**config.mk**
```make
export PLATFORM = sky130hd
export DESIGN_NAME = dpdma_core
export DESIGN_NICKNAME = d
export VERILOG_FILES = /design/src/shared/dpdma_pkg.sv /design/src/design/dpdma_addr_gen.sv /design/src/design/dpdma_core.sv
export SDC_FILE = /design/constraint.sdc
export NUM_CORES = 1
export LEC_CHECK = 0
export ABC_AREA = 1
export BUFFER_PORTS_ARGS = -buffer_cell sky130_fd_sc_hd__buf_2
export CAP_MARGIN = 20
export CORE_MARGIN = 2
export CORE_UTILIZATION = 54
export DETAILED_ROUTE_END_ITERATION = 6
export PLACE_DENSITY = 0.77
export SETUP_SLACK_MARGIN = 0.02
export SYNTH_ARGS = -nofsm -noshare
export SYNTH_HDL_FRONTEND = slang
export SYNTH_SLANG_ARGS = --single-unit
```
**constraint.sdc**
```tcl
create_clock -name core_clk -period 2.75 [get_ports core_clk]
set_clock_uncertainty 0.15 [all_clocks]
set_input_delay 0.275 -clock core_clk [delete_from_list [all_inputs] [get_ports core_clk]]
set_output_delay 0.275 -clock core_clk [all_outputs]
set_load 0.03 [all_outputs]
```
**src/shared/dpdma_pkg.sv**
```systemverilog
// constants, field layouts and types of the dual port dma controller
package dpdma_pkg;
  // register byte offsets on the apb slave
  localparam logic [7:0] OFF_CTRL   = 8'h00;
  localparam logic [7:0] OFF_ADDR_A = 8'h04;
  localparam logic [7:0] OFF_ADDR_B = 8'h08;
  localparam logic [7:0] OFF_LEN    = 8'h0C;
  localparam logic [7:0] OFF_MATCH  = 8'h10;
  localparam logic [7:0] OFF_CMD    = 8'h14;
  localparam logic [7:0] OFF_STATUS = 8'h18;
  localparam logic [7:0] OFF_COUNT  = 8'h1C;
  localparam logic [7:0] OFF_CUR_A  = 8'h20;
  localparam logic [7:0] OFF_CUR_B  = 8'h24;
  localparam logic [7:0] OFF_VECTOR = 8'h28;

  // control register fields
  localparam int CTRL_CLASS_LSB  = 0;
  localparam int CTRL_MODE_LSB   = 2;
  localparam int CTRL_DIR_A2B    = 4;
  localparam int CTRL_A_IO       = 5;
  localparam int CTRL_B_IO       = 6;
  localparam int CTRL_A_RULE_LSB = 7;
  localparam int CTRL_B_RULE_LSB = 9;
  localparam int CTRL_STOP_MATCH = 11;
  localparam int CTRL_INT_MATCH  = 12;
  localparam int CTRL_INT_END    = 13;
  localparam int CTRL_INT_READY  = 14;
  localparam int CTRL_RESTART    = 15;

  // command register bits
  localparam int CMD_ENABLE   = 0;
  localparam int CMD_DISABLE  = 1;
  localparam int CMD_RESET    = 2;
  localparam int CMD_LOAD     = 3;
  localparam int CMD_CONTINUE = 4;
  localparam int CMD_CLR_CNT  = 5;
  localparam int CMD_CLR_STAT = 6;
  localparam int CMD_RD_STAT  = 7;
  localparam int CMD_RD_SEQ   = 8;

  // status register bits
  localparam int ST_READY   = 0;
  localparam int ST_EOB     = 1;
  localparam int ST_MATCH   = 2;
  localparam int ST_INT     = 3;
  localparam int ST_ENABLED = 4;
  localparam int ST_OWNED   = 5;

  // values after reset
  localparam logic [15:0] CTRL_RST  = 16'h0001;
  localparam logic [15:0] LEN_RST   = 16'h0001;
  localparam logic [15:0] MATCH_RST = 16'h0000;
  localparam logic [15:0] VEC_RST   = 16'h0000;
  localparam logic [15:0] ADDR_RST  = 16'h0000;

  typedef enum logic [1:0] {
    DPDMA_CLS_XFER   = 2'h1,
    DPDMA_CLS_SEARCH = 2'h2,
    DPDMA_CLS_BOTH   = 2'h3
  } dpdma_class_e;

  typedef enum logic [1:0] {
    DPDMA_MODE_SINGLE = 2'h0,
    DPDMA_MODE_BURST  = 2'h1,
    DPDMA_MODE_CONT   = 2'h2
  } dpdma_mode_e;

  typedef enum logic [1:0] {
    DPDMA_CNT_DEC   = 2'h0,
    DPDMA_CNT_INC   = 2'h1,
    DPDMA_CNT_FIXED = 2'h2
  } dpdma_cnt_e;

  typedef enum logic [7:0] {
    DPDMA_IDLE = 8'h01,
    DPDMA_REQ  = 8'h02,
    DPDMA_RD1  = 8'h04,
    DPDMA_RD2  = 8'h08,
    DPDMA_WR1  = 8'h10,
    DPDMA_WR2  = 8'h20,
    DPDMA_HOLD = 8'h40,
    DPDMA_REL  = 8'h80
  } dpdma_state_e;
endpackage

```
**src/design/dpdma_addr_gen.sv**
```systemverilog
// port address generator with start buffer and fixed/inc/dec counter
`timescale 1ns/100ps
module dpdma_addr_gen #(
  parameter int AW = 16
) (
  // clock and reset
  input  wire logic          core_clk,
  input  wire logic          reset_n,
  // control
  input  wire logic          start_we,
  input  wire logic [AW-1:0] start_wdata,
  input  wire logic          reload,
  input  wire logic          step,
  input  wire logic [1:0]    rule,
  // state
  output logic      [AW-1:0] start_q,
  output logic      [AW-1:0] cur_q
);
  logic [AW-1:0] start_next;
  logic [AW-1:0] cur_next;

  // buffered start value and live counter
  always_comb begin
    start_next = start_we ? start_wdata : start_q;
    cur_next   = cur_q;
    if (reload) begin
      cur_next = start_q;
    end else if (step) begin
      if (rule == dpdma_pkg::DPDMA_CNT_INC) begin
        cur_next = cur_q + AW'(1);
      end else if (rule == dpdma_pkg::DPDMA_CNT_DEC) begin
        cur_next = cur_q - AW'(1);
      end
    end
  end

  // register
  always_ff @(posedge core_clk) begin
    if (!reset_n) begin
      start_q <= AW'(dpdma_pkg::ADDR_RST);
      cur_q   <= AW'(dpdma_pkg::ADDR_RST);
    end else begin
      start_q <= start_next;
      cur_q   <= cur_next;
    end
  end
endmodule

```
**src/design/dpdma_core.sv**
```systemverilog
// dual port dma controller: apb registers, bus master fsm, search logic
// How it works
// - transfer, search, or search while transferring
// - takes buses, reads source, writes destination
// - masked compare against programmable match byte
// - search-only compares one byte per two cycles
// - combined class compares every moved byte but the last
// - release buses after each byte once matched, or flag interrupt on chosen conditions
// - single step releases buses after each byte
// - burst stops after byte when ready drops
// - continuous holds buses while ready is low
// - a read byte always finishes its operation
// - byte compare completes after next byte read
// - control writes only off bus, disable block
// - status readable; status commands disable block
// - immediate commands act on the write
// - setting registers hold mode, ports, match, vector
// - status shows ready, end, match, int, counters
// - separate fixed/inc/dec address per port
// - drive buses only after bus acknowledge
// - end-of-block match reflects byte before last
`timescale 1ns/100ps
module dpdma_core (
  // clock and reset
  input  wire logic        core_clk,
  input  wire logic        reset_n,
  // apb slave
  input  wire logic        psel,
  input  wire logic        penable,
  input  wire logic        pwrite,
  input  wire logic [7:0]  paddr,
  input  wire logic [31:0] pwdata,
  output logic      [31:0] prdata,
  output logic             pready,
  output logic             pslverr,
  // system bus arbitration
  output logic             bus_req_n,
  input  wire logic        bus_ack_n,
  input  wire logic        port_ready,
  // system bus
  output logic      [15:0] sys_addr,
  output logic             sys_addr_oe,
  output logic      [7:0]  sys_data_out,
  output logic             sys_data_oe,
  input  wire logic [7:0]  sys_data_in,
  output logic             mreq_n,
  output logic             iorq_n,
  output logic             rd_n,
  output logic             wr_n,
  output logic             int_pending
);
  dpdma_pkg::dpdma_state_e st_reg, st_next;
  logic [15:0] ctrl_reg, ctrl_next, len_reg, len_next, match_reg, match_next;
  logic [15:0] vec_reg, vec_next, count_reg, count_next;
  logic [7:0]  buf_reg, buf_next, data_out_next;
  logic        en_reg, en_next, prev_reg, prev_next;
  logic        eob_reg, eob_next, hit_reg, hit_next, int_reg, int_next;
  logic [15:0] addr_next;
  logic        req_n_next, aoe_next, doe_next, mreq_next, iorq_next, rd_next, wr_next;
  logic [31:0] prdata_next;
  logic        pready_next, pslverr_next;
  logic [15:0] start_a, cur_a, start_b, cur_b, src_addr, dst_addr;
  logic        acc, wr_acc, owned, wr_ok, cmd_wr, reload, step_a, step_b;
  logic        has_xfer, has_srch, src_io, dst_io, byte_done, hit_now;
  logic [1:0]  mode;

  // masked compare, mask bit set excludes that bit
  function automatic logic masked_hit(input logic [7:0] d, input logic [15:0] mv);
    masked_hit = ((d ^ mv[7:0]) & ~mv[15:8]) == 8'h00;
  endfunction

  // decode of settings
  assign has_srch = ctrl_reg[dpdma_pkg::CTRL_CLASS_LSB + 1];
  assign has_xfer = ctrl_reg[dpdma_pkg::CTRL_CLASS_LSB +: 2] != dpdma_pkg::DPDMA_CLS_SEARCH;
  assign mode     = ctrl_reg[dpdma_pkg::CTRL_MODE_LSB +: 2];
  assign src_io   = ctrl_reg[dpdma_pkg::CTRL_DIR_A2B] ? ctrl_reg[dpdma_pkg::CTRL_A_IO]
                                                      : ctrl_reg[dpdma_pkg::CTRL_B_IO];
  assign dst_io   = ctrl_reg[dpdma_pkg::CTRL_DIR_A2B] ? ctrl_reg[dpdma_pkg::CTRL_B_IO]
                                                      : ctrl_reg[dpdma_pkg::CTRL_A_IO];
  assign src_addr = ctrl_reg[dpdma_pkg::CTRL_DIR_A2B] ? cur_a : cur_b;
  assign dst_addr = ctrl_reg[dpdma_pkg::CTRL_DIR_A2B] ? cur_b : cur_a;

  // apb access qualification
  assign acc    = psel && penable && pready;
  assign wr_acc = acc && pwrite;
  assign owned  = st_reg != dpdma_pkg::DPDMA_IDLE;
  assign wr_ok  = wr_acc && !owned && (paddr != dpdma_pkg::OFF_CMD);
  assign cmd_wr = wr_acc && (paddr == dpdma_pkg::OFF_CMD);
  assign reload = cmd_wr && !owned && (pwdata[dpdma_pkg::CMD_LOAD] || pwdata[dpdma_pkg::CMD_RESET]);

  // source steps in rd1 so a read straight after rd2 already sees the next address
  assign step_a = (st_reg == dpdma_pkg::DPDMA_RD1 && ctrl_reg[dpdma_pkg::CTRL_DIR_A2B]) ||
                  (st_reg == dpdma_pkg::DPDMA_WR2 && !ctrl_reg[dpdma_pkg::CTRL_DIR_A2B]);
  assign step_b = (st_reg == dpdma_pkg::DPDMA_RD1 && !ctrl_reg[dpdma_pkg::CTRL_DIR_A2B]) ||
                  (st_reg == dpdma_pkg::DPDMA_WR2 && ctrl_reg[dpdma_pkg::CTRL_DIR_A2B]);

  // end of a byte operation
  assign byte_done = (st_reg == dpdma_pkg::DPDMA_WR2) ||
                     (st_reg == dpdma_pkg::DPDMA_RD2 && !has_xfer);
  assign hit_now   = (st_reg == dpdma_pkg::DPDMA_RD2) && has_srch && prev_reg &&
                     masked_hit(buf_reg, match_reg);

  // port a and b address generators
  dpdma_addr_gen #(.AW(16)) u_addr_a (
    .core_clk    (core_clk),
    .reset_n     (reset_n),
    .start_we    (wr_ok && paddr == dpdma_pkg::OFF_ADDR_A),
    .start_wdata (pwdata[15:0]),
    .reload      (reload),
    .step        (step_a),
    .rule        (ctrl_reg[dpdma_pkg::CTRL_A_RULE_LSB +: 2]),
    .start_q     (start_a),
    .cur_q       (cur_a)
  );

  dpdma_addr_gen #(.AW(16)) u_addr_b (
    .core_clk    (core_clk),
    .reset_n     (reset_n),
    .start_we    (wr_ok && paddr == dpdma_pkg::OFF_ADDR_B),
    .start_wdata (pwdata[15:0]),
    .reload      (reload),
    .step        (step_b),
    .rule        (ctrl_reg[dpdma_pkg::CTRL_B_RULE_LSB +: 2]),
    .start_q     (start_b),
    .cur_q       (cur_b)
  );

  // registers, commands, fsm and bus outputs
  always_comb begin
    st_next    = st_reg;
    ctrl_next  = ctrl_reg;
    len_next   = len_reg;
    match_next = match_reg;
    vec_next   = vec_reg;
    count_next = count_reg;
    buf_next   = buf_reg;
    en_next    = en_reg;
    prev_next  = prev_reg;
    eob_next   = eob_reg;
    hit_next   = hit_reg;
    int_next   = int_reg;
    data_out_next = sys_data_out;
    // settings writes, each one disables the block
    if (wr_ok) begin
      en_next = 1'b0;
      unique case (paddr)
        dpdma_pkg::OFF_CTRL:   ctrl_next  = pwdata[15:0];
        dpdma_pkg::OFF_LEN:    len_next   = pwdata[15:0];
        dpdma_pkg::OFF_MATCH:  match_next = pwdata[15:0];
        dpdma_pkg::OFF_VECTOR: vec_next   = pwdata[15:0];
        default: ;
      endcase
    end
    // immediate commands; only disable is taken while on the bus
    if (cmd_wr && owned) begin
      if (pwdata[dpdma_pkg::CMD_DISABLE]) en_next = 1'b0;
    end else if (cmd_wr) begin
      if (pwdata[dpdma_pkg::CMD_ENABLE]) en_next = 1'b1;
      if (pwdata[dpdma_pkg::CMD_DISABLE] || pwdata[dpdma_pkg::CMD_RD_STAT] ||
          pwdata[dpdma_pkg::CMD_RD_SEQ]) en_next = 1'b0;
      if (pwdata[dpdma_pkg::CMD_LOAD] || pwdata[dpdma_pkg::CMD_CLR_CNT] ||
          pwdata[dpdma_pkg::CMD_CONTINUE]) begin
        count_next = 16'h0000;
        prev_next  = 1'b0;
        eob_next   = 1'b0;
      end
      if (pwdata[dpdma_pkg::CMD_CLR_STAT]) begin
        eob_next = 1'b0;
        hit_next = 1'b0;
        int_next = 1'b0;
      end
      if (pwdata[dpdma_pkg::CMD_RESET]) begin
        en_next    = 1'b0;
        ctrl_next  = dpdma_pkg::CTRL_RST;
        count_next = 16'h0000;
        prev_next  = 1'b0;
        eob_next   = 1'b0;
        hit_next   = 1'b0;
        int_next   = 1'b0;
      end
    end
    // bus master sequence
    unique case (st_reg)
      dpdma_pkg::DPDMA_IDLE: begin
        if (en_reg && port_ready && !eob_reg) begin
          st_next = dpdma_pkg::DPDMA_REQ;
          if (ctrl_reg[dpdma_pkg::CTRL_INT_READY]) int_next = 1'b1;
        end
      end
      dpdma_pkg::DPDMA_REQ: begin
        if (!bus_ack_n) st_next = dpdma_pkg::DPDMA_RD1;
      end
      dpdma_pkg::DPDMA_RD1: st_next = dpdma_pkg::DPDMA_RD2;
      dpdma_pkg::DPDMA_RD2: begin
        buf_next  = sys_data_in;
        prev_next = 1'b1;
        data_out_next = sys_data_in;
        if (has_xfer) st_next = dpdma_pkg::DPDMA_WR1;
      end
      dpdma_pkg::DPDMA_WR1: st_next = dpdma_pkg::DPDMA_WR2;
      dpdma_pkg::DPDMA_WR2: ;
      dpdma_pkg::DPDMA_HOLD: begin
        if (!en_reg) st_next = dpdma_pkg::DPDMA_REL;
        else if (port_ready) st_next = dpdma_pkg::DPDMA_RD1;
      end
      dpdma_pkg::DPDMA_REL: st_next = dpdma_pkg::DPDMA_IDLE;
      default: st_next = dpdma_pkg::DPDMA_IDLE;
    endcase
    // match event, set wins over a same-cycle clear
    if (hit_now) begin
      hit_next = 1'b1;
      if (ctrl_reg[dpdma_pkg::CTRL_INT_MATCH]) int_next = 1'b1;
    end
    // byte finished: count, end of block and mode decision
    if (byte_done) begin
      count_next = count_reg + 16'h0001;
      if (count_reg == len_reg) begin
        eob_next = 1'b1;
        if (ctrl_reg[dpdma_pkg::CTRL_INT_END]) int_next = 1'b1;
        st_next = dpdma_pkg::DPDMA_REL;
      end else if ((hit_now || hit_reg) && ctrl_reg[dpdma_pkg::CTRL_STOP_MATCH]) begin
        st_next = dpdma_pkg::DPDMA_REL;
      end else if (!en_reg) begin
        st_next = dpdma_pkg::DPDMA_REL;
      end else if (mode == dpdma_pkg::DPDMA_MODE_BURST) begin
        st_next = port_ready ? dpdma_pkg::DPDMA_RD1 : dpdma_pkg::DPDMA_REL;
      end else if (mode == dpdma_pkg::DPDMA_MODE_CONT) begin
        st_next = port_ready ? dpdma_pkg::DPDMA_RD1 : dpdma_pkg::DPDMA_HOLD;
      end else begin
        st_next = dpdma_pkg::DPDMA_REL;
      end
    end
    // bus pin values for the state being entered
    req_n_next = (st_next == dpdma_pkg::DPDMA_IDLE) || (st_next == dpdma_pkg::DPDMA_REL);
    aoe_next   = st_next inside {dpdma_pkg::DPDMA_RD1, dpdma_pkg::DPDMA_RD2,
                                 dpdma_pkg::DPDMA_WR1, dpdma_pkg::DPDMA_WR2,
                                 dpdma_pkg::DPDMA_HOLD};
    doe_next   = st_next inside {dpdma_pkg::DPDMA_WR1, dpdma_pkg::DPDMA_WR2};
    rd_next    = !(st_next inside {dpdma_pkg::DPDMA_RD1, dpdma_pkg::DPDMA_RD2});
    wr_next    = !(st_next == dpdma_pkg::DPDMA_WR2);
    if (st_next inside {dpdma_pkg::DPDMA_RD1, dpdma_pkg::DPDMA_RD2}) begin
      addr_next = src_addr;
      mreq_next = src_io;
      iorq_next = !src_io;
    end else if (doe_next) begin
      addr_next = dst_addr;
      mreq_next = dst_io;
      iorq_next = !dst_io;
    end else begin
      addr_next = sys_addr;
      mreq_next = 1'b1;
      iorq_next = 1'b1;
    end
    // apb answer one wait state after setup
    pready_next  = psel && penable && !pready;
    pslverr_next = pready_next && pwrite && owned && (paddr != dpdma_pkg::OFF_CMD);
    prdata_next  = 32'h0000_0000;
    if (pready_next && !pwrite) begin
      unique case (paddr)
        dpdma_pkg::OFF_CTRL:   prdata_next[15:0] = ctrl_reg;
        dpdma_pkg::OFF_ADDR_A: prdata_next[15:0] = start_a;
        dpdma_pkg::OFF_ADDR_B: prdata_next[15:0] = start_b;
        dpdma_pkg::OFF_LEN:    prdata_next[15:0] = len_reg;
        dpdma_pkg::OFF_MATCH:  prdata_next[15:0] = match_reg;
        dpdma_pkg::OFF_VECTOR: prdata_next[15:0] = vec_reg;
        dpdma_pkg::OFF_STATUS: prdata_next[5:0] = {owned, en_reg, int_reg, hit_reg,
                                                   eob_reg, port_ready};
        dpdma_pkg::OFF_COUNT:  prdata_next[15:0] = count_reg;
        dpdma_pkg::OFF_CUR_A:  prdata_next[15:0] = cur_a;
        dpdma_pkg::OFF_CUR_B:  prdata_next[15:0] = cur_b;
        default:               pslverr_next = 1'b1;
      endcase
    end else if (pready_next && pwrite) begin
      if (!(paddr inside {dpdma_pkg::OFF_CTRL, dpdma_pkg::OFF_ADDR_A, dpdma_pkg::OFF_ADDR_B,
                          dpdma_pkg::OFF_LEN, dpdma_pkg::OFF_MATCH, dpdma_pkg::OFF_CMD,
                          dpdma_pkg::OFF_VECTOR})) pslverr_next = 1'b1;
    end
  end

  // register all state and every output
  always_ff @(posedge core_clk) begin
    if (!reset_n) begin
      st_reg       <= dpdma_pkg::DPDMA_IDLE;
      ctrl_reg     <= dpdma_pkg::CTRL_RST;
      len_reg      <= dpdma_pkg::LEN_RST;
      match_reg    <= dpdma_pkg::MATCH_RST;
      vec_reg      <= dpdma_pkg::VEC_RST;
      count_reg    <= 16'h0000;
      buf_reg      <= 8'h00;
      en_reg       <= 1'b0;
      prev_reg     <= 1'b0;
      eob_reg      <= 1'b0;
      hit_reg      <= 1'b0;
      int_reg      <= 1'b0;
      sys_addr     <= 16'h0000;
      sys_addr_oe  <= 1'b0;
      sys_data_out <= 8'h00;
      sys_data_oe  <= 1'b0;
      bus_req_n    <= 1'b1;
      mreq_n       <= 1'b1;
      iorq_n       <= 1'b1;
      rd_n         <= 1'b1;
      wr_n         <= 1'b1;
      int_pending  <= 1'b0;
      prdata       <= 32'h0000_0000;
      pready       <= 1'b0;
      pslverr      <= 1'b0;
    end else begin
      st_reg       <= st_next;
      ctrl_reg     <= ctrl_next;
      len_reg      <= len_next;
      match_reg    <= match_next;
      vec_reg      <= vec_next;
      count_reg    <= count_next;
      buf_reg      <= buf_next;
      en_reg       <= en_next;
      prev_reg     <= prev_next;
      eob_reg      <= eob_next;
      hit_reg      <= hit_next;
      int_reg      <= int_next;
      sys_addr     <= addr_next;
      sys_addr_oe  <= aoe_next;
      sys_data_out <= data_out_next;
      sys_data_oe  <= doe_next;
      bus_req_n    <= req_n_next;
      mreq_n       <= mreq_next;
      iorq_n       <= iorq_next;
      rd_n         <= rd_next;
      wr_n         <= wr_next;
      int_pending  <= int_next;
      prdata       <= prdata_next;
      pready       <= pready_next;
      pslverr      <= pslverr_next;
    end
  end
endmodule

```
; Yosys cells after proc, flatten, opt, wreduce, memory -nomap -nowiden
; Cells that the tools add are included.
[classes]
add_sub_neg = 5
multipliers = 0
div_mod_pow = 0
n_lt_le_gt_ge = 0
eq_ne = 35
shifts = 0
muxes = 84
bitwise_logic = 3
n_reduce_logical = 76
[op_table]
columns = cell, n
row1 = $mux 16, 22
row2 = $mux 8, 12
row3 = $pmux 10 s9, 1
row4 = $pmux 6 s10, 1
row5 = $pmux 8 s7, 1
row6 = $add 16x1->16 const B, 3
row7 = $eq 8x5->1 const B, 6
row8 = $mux 1, 46
row9 = $eq 8x6->1 const B, 5
row10 = $eq 8x4->1 const B, 4
row11 = $sub 16x1->16 const B, 2
row12 = $logic_and 1x1->1, 27
row13 = $eq 8x3->1 const B, 3
row14 = $eq 16x16->1, 1
row15 = $eq 8x1->1 const B, 2
row16 = $eq 8x7->1 const B, 2
row17 = $logic_not 8->1, 2
row18 = $reduce_bool 2->1, 8
row19 = $reduce_bool 3->1, 5
row20 = $reduce_and 2->1, 6
row21 = $logic_not 1->1, 10
row22 = $logic_or 1x1->1, 10
row23 = $reduce_or 10->1, 1
row24 = $reduce_and 3->1, 3
row25 = 14 further kinds, 20
[word_totals]
regBits = 222
latchBits = 0
mem_bits_rw = 0
rom_bits = 0
output_inout_bits = 66
word_cells = 231
n_memories = 0

; Longest topological paths before layout
[logic_depth]
depth_word = 14
depth_mapped = 15

; Modules after synthesis
; From an unflattened synthesis, not the netlist that was laid out.
[hier_totals]
hier_cells = 1808
area_unflattened_um2 = 12127.9
[modules_own_cells]
columns = mod, n_inst, cells_each, area_per_inst_um2, seq_area_each_um2
row1 = dpdma_core, 1, 1129, 7613.6, 2842.7
row2 = dpdma_addr_gen at u_addr_b, 1, 340, 2267.2, 640.6
row3 = dpdma_addr_gen at u_addr_a, 1, 339, 2247.2, 640.6

; Worst setup path after synthesis
; No wires, ideal clock.
[synth_path]
kind = reg-to-reg
from = register ctrl_reg[8]
to = register u_addr_a.cur_q[9]
setup_ps = 110
t_arrival_ps = 2327
required_ps = 2490
slack_ps = 163
stages_incl_launch_ff = 14
path_cell_list = dfxtp_1 inv_1 nand2_1 ha_1 nand3_1 nand3_1 a21oi_1 o21ai_0 a21boi_0 or2_2 nand3_1 nand2_1 nand2_1 inv_1
[synth_between]
elab_chain_cells = 4
word_cells_on_any_way = 7
classes_between = 1 x eq/ne / 3 x mux / 3 x reduce/logical
[synth_rtl]
columns = element, line_no
row1 = start: declaration, dpdma_core.sv:53  ; logic [15:0] ctrl_reg, ctrl_next, len_reg, len_next, match_reg, match_next;
row2 = start signal: assignment, dpdma_core.sv:284  ; ctrl_reg <= dpdma_pkg::CTRL_RST;
row3 = start signal: assignment, dpdma_core.sv:310  ; ctrl_reg <= ctrl_next;
row4 = $eq 2x1->1, dpdma_addr_gen.sv:29  ; if (rule == dpdma_pkg::DPDMA_CNT_INC) begin
row5 = $mux 16, dpdma_addr_gen.sv:29
row6 = $mux 16, dpdma_addr_gen.sv:28  ; end else if (step) begin
row7 = $mux 16, dpdma_addr_gen.sv:26  ; if (reload) begin
row8 = end signal: assignment, dpdma_addr_gen.sv:41  ; cur_q <= AW'(dpdma_pkg::ADDR_RST);
row9 = end signal: assignment, dpdma_addr_gen.sv:44  ; cur_q <= cur_next;
row10 = end: declaration, dpdma_addr_gen.sv:17  ; output logic [AW-1:0] cur_q
; Several ways; a longest one is shown, not always the timed one. The select of a mux whose other input is x is not followed.
; A chain may end at the register's enable or synchronous reset.

; Worst setup path after layout
[layout_path]
from = register st_reg[4]
to = register sys_addr[14]
[layout_between]
elab_chain_cells = 12
word_cells_on_any_way = 31
classes_between = 11 x eq/ne / 10 x mux / 10 x reduce/logical
[layout_rtl]
columns = element, line_no
row1 = start: declaration, dpdma_core.sv:52  ; dpdma_pkg::dpdma_state_e st_reg, st_next;
row2 = start signal: assignment, dpdma_core.sv:283  ; st_reg <= dpdma_pkg::DPDMA_IDLE;
row3 = start signal: assignment, dpdma_core.sv:309  ; st_reg <= st_next;
row4 = $eq 8x4->1, "dpdma_core.sv:99, dpdma_core.sv:100, dpdma_core.sv:183"
row5 = $logic_and 1x1->1 (3 in a row), dpdma_core.sv:100  ; assign hit_now = (st_reg == dpdma_pkg::DPDMA_RD2) && has_srch && prev_reg &&
row6 = $logic_or 1x1->1, dpdma_core.sv:221  ; end else if ((hit_now || hit_reg) && ctrl_reg[dpdma_pkg::CTRL_STOP_MATCH]) begin
row7 = $logic_and 1x1->1, dpdma_core.sv:221
row8 = $mux 8, dpdma_core.sv:221
row9 = $mux 8, dpdma_core.sv:217  ; if (count_reg == len_reg) begin
row10 = $mux 8 (*), dpdma_core.sv:215  ; if (byte_done) begin
row11 = $eq 8x3->1 (tied with other cells), dpdma_core.sv:241  ; if (st_next inside {dpdma_pkg::DPDMA_RD1, dpdma_pkg::DPDMA_RD2}) begin
row12 = $reduce_bool 2->1 (on tied branches), "dpdma_core.sv:241, dpdma_core.sv:238"
row13 = $mux 16 or $reduce_bool 2->1 (tied branches), --
row14 = end signal: assignment, dpdma_core.sv:321  ; sys_addr <= addr_next;
row15 = end: declaration, dpdma_core.sv:41  ; output logic [15:0] sys_addr,
; Every way passes the cells marked *; elsewhere a longest branch is shown, timed or not.

==> results.txt <==
Row Count -> 52
Critical Path AT -> 2.88 ns
CP Launch Point -> st_reg[4]
Clock root cell -> clkbuf_16
Share of post-route cells with drive strength above 1 -> 13.9%
WL per Instance -> 18.6 um
GRT Residual Overflow -> 0
Peak supply drop -> 0.532 mV
Post-DP HPWL -> 27.7 mm
Max cap viols -> 0
Clock input transition at the sequential cells of the worst setup and hold paths -> 0.06 ns
EDFF count, synth -> 0
Fmax -> 388 MHz
Skew-Pair Late Insertion Delay -> 0.52 ns
Antenna Diode Count -> 0
H-tree depth -> 1
Crit start category -> flop
Wire length on met1 -> 15.4 mm
Met3 Wirelength -> 3.70 mm
CP Class -> flop to flop
Top-count cell post-synth -> nand2_1
RSZ-0062 raised after global routing -> true
Min-Delay Path Depth -> 3
Area of the die -> 22,100 sq um
FF-to-FF path depth -> 14
Static leakage -> 5.57 nW
ANT nets after route -> 0
Uppermost layer routed -> met5
Minimum clock period after layout -> 2.58 ns
Crit-path slowest cell -> o21ai_0
HP Start -> pwdata[8]
# IOs -> 121
Finish-stage setup viols -> 0
Total Routing Usage GR -> 33.4%
Initial DRC count -> 1,409
Hold worst-path end -> u_addr_b.start_q[8]
Postcts setup bufs -> 0
Crit Path Max Fanout -> 13
Syn_area_per_cell -> 6.96 sq um
Fin. Hold Viols -> 0
Worst-margin pin slew -> 1.00 ns
CTS tree -> yes
Util after Layout -> 64.7%
Final GP Congestion -> 1.01
Total CTS buffers -> 24
Post-synthesis sequential area ratio -> 36.6%
Post-Synthesis Cells -> 1,620
Vias in the first global route -> 10,800
Reg2reg end -> sys_addr[14]
Post-synth ARST share -> 0%
Global-route wire length before repair -> 58.2 mm
Flops & latches, synth -> 206
FILL cells -> 1,783
Crit path largest cell delay -> 0.33 ns
Chip width -> 149 um
Starting Density -> 55.4%
Vias per cell -> 5.81
Top post-synthesis cells by area -> dfxtp_1 37%, nand2_1 11%, a21oi_1 8.4%
Max Slew Vio Count -> 0
Worst path top cell family by delay -> simple AND/OR/NAND/NOR gates
Core area -> 20,400 sq um
Tcrit/Tclk final -> 93.7%
DRT Wirelength -> 37.7 mm
Critical Path Sink Type -> flop
Port Buf Inserts -> 88
Ys Warns -> 0
Hold crit path type -> input port to flop
Die extent in y -> 149 um
PwrDens -> 505 nW/um^2
Synth Flop Type -> dfxtp_1
Cell accounting for the most synthesized area -> dfxtp_1
CP cell instances -> clkinv_1, nand2_2, nor2_8, nand3_1, nor2_2, nand3_2, nand2_2, nand2_2, nand2_4, nand3_4, o21ai_0, buf_4, nor2_1, nor2_1
Maximum number of pins on one net before global-route repair -> 100
Setup TNS -> 0 ns
Area growth syn-to-layout -> 16.8%
Synthesized cell area -> 11,300 sq um
Number of remaining DRC errors -> 0
Wire length on met2 -> 16.9 mm
WP data required -> 3.05 ns
Netlist cell types -> 59
Bufs on Longest Clock Path -> 3
# nets final -> 1,823
Worst path bufs/invs -> 2
Status -> finished, final reports clean
Share of the synthesized area in the top cell type -> 36.6%
Most frequent CP cell -> nand2_2
Antenna violations before repair -> 1
CTS sink cnt -> 206
Flop2flop setup slack -> 0.17 ns
Start of the worst register-to-register path -> st_reg[4]
Vias -> 11,800
Post-synth top cells -> 317 x nand2_1, 206 x dfxtp_1, 190 x a21oi_1, 190 x inv_1, 170 x o21ai_0
Pre-antenna DRT Iters -> 6
Max-slew headroom -> 33.1%
==> worst min-delay path, stage by stage <==
cell	delay, ns
buf_2	0.07
inv_1	0.14
a21oi_1	0.16
==> layer usage <==
metal	GRT usage, %	up-vias
met5	0	-
met4	14.1	2
met3	6.35	115
met2	53.8	636
met1	44.2	5352
li1	-	5669
==> area by class of cell <==
| cell class | count | area (sq um) | area share [%] |
|---|---|---|---|
| clock buffer | 28 | 667 | 5.06 |
| inverter | 203 | 764 | 5.80 |
| tap | 270 | 338 | 2.56 |
| sequential | 206 | 4130 | 31.3 |
| clock inverter | 16 | 203 | 1.54 |
| multi-input combinational | 1139 | 6010 | 45.6 |
| timing repair buffer | 163 | 1070 | 8.11 |
==> worst max path at each step <==
| stage | cells past startpoint | slack [ns] | to |
|---|---|---|---|
| after global placement | 13 | 0.07 | u_addr_a.cur_q[9] |
| after global routing | 15 | 0.01 | u_addr_b.cur_q[13] |
| after floorplan | 13 | 0.16 | u_addr_a.cur_q[9] |
| final | 14 | 0.17 | sys_addr[14] |
| after CTS | 13 | 0.05 | u_addr_b.cur_q[13] |
| after detailed placement | 12 | 0.02 | u_addr_a.cur_q[9] |
==> cell usage in the layout, fill, tap and decap left out, types with 16 or more instances in the layout <==
master	instances
dlygate4sd3_1	21
clkbuf_16	25
conb_1	16
o21ai_0	168
a31oi_1	23
buf_2	88
inv_1	190
a211oi_1	20
nand2_2	16
nor2_1	110
a21oi_1	189
o22ai_1	35
ha_1	29
buf_4	53
nor3_1	20
dfxtp_1	205
nand4_1	23
xor2_1	20
nand2_1	316
nand3_1	52
==> metrics by stage <==
stage / hold slack (ns) / cell area [sq um] / instances / setup slack, ns / power (mW)
after floorplan: 0.251 / 11300 / 1635 / 0.163 / 3.18
after global placement: 0.297 / 12100 / 1959 / 0.0682 / 3.24
after detailed placement: 0.305 / 12100 / 1959 / 0.0154 / 3.24
after CTS: 0.00538 / 13200 / 2024 / 0.0522 / 6.67
after global routing: 0.0195 / 13200 / 2025 / 0.0127 / 6.83
final: 0.0235 / 13200 / 2025 / 0.173 / 6.66
==> where the power goes <==
| part | internal [mW] | total (mW) | switching [mW] | leakage, nW |
|---|---|---|---|---|
| logic | 0.0592 | 0.217 | 0.158 | 3.49 |
| clock network | 2.12 | 3.46 | 1.33 | 0.423 |
| registers | 2.98 | 2.99 | 0.000925 | 1.66 |
| total | 5.17 | 6.66 | 1.49 | 5.57 |
==> cell families after synthesis <==
kind of cell | synth area share, %
buf+inv | 10.8
other cells | 0.0332
fa+ha+maj | 3.57
flops | 36.6
compound gates | 24.6
simple gates | 22.2
xor+xnor | 2.33
==> what timing repair did <==
action | in CTS | in global routing
endpoints found under the hold margin | 43 | 0
hold buffers | 21 | 0
gates resized for setup | 1 | 5
gates cloned | 0 | 0
setup endpoints to repair | 1 | 10
No activity file was read; power rests on OpenSTA's default activity.
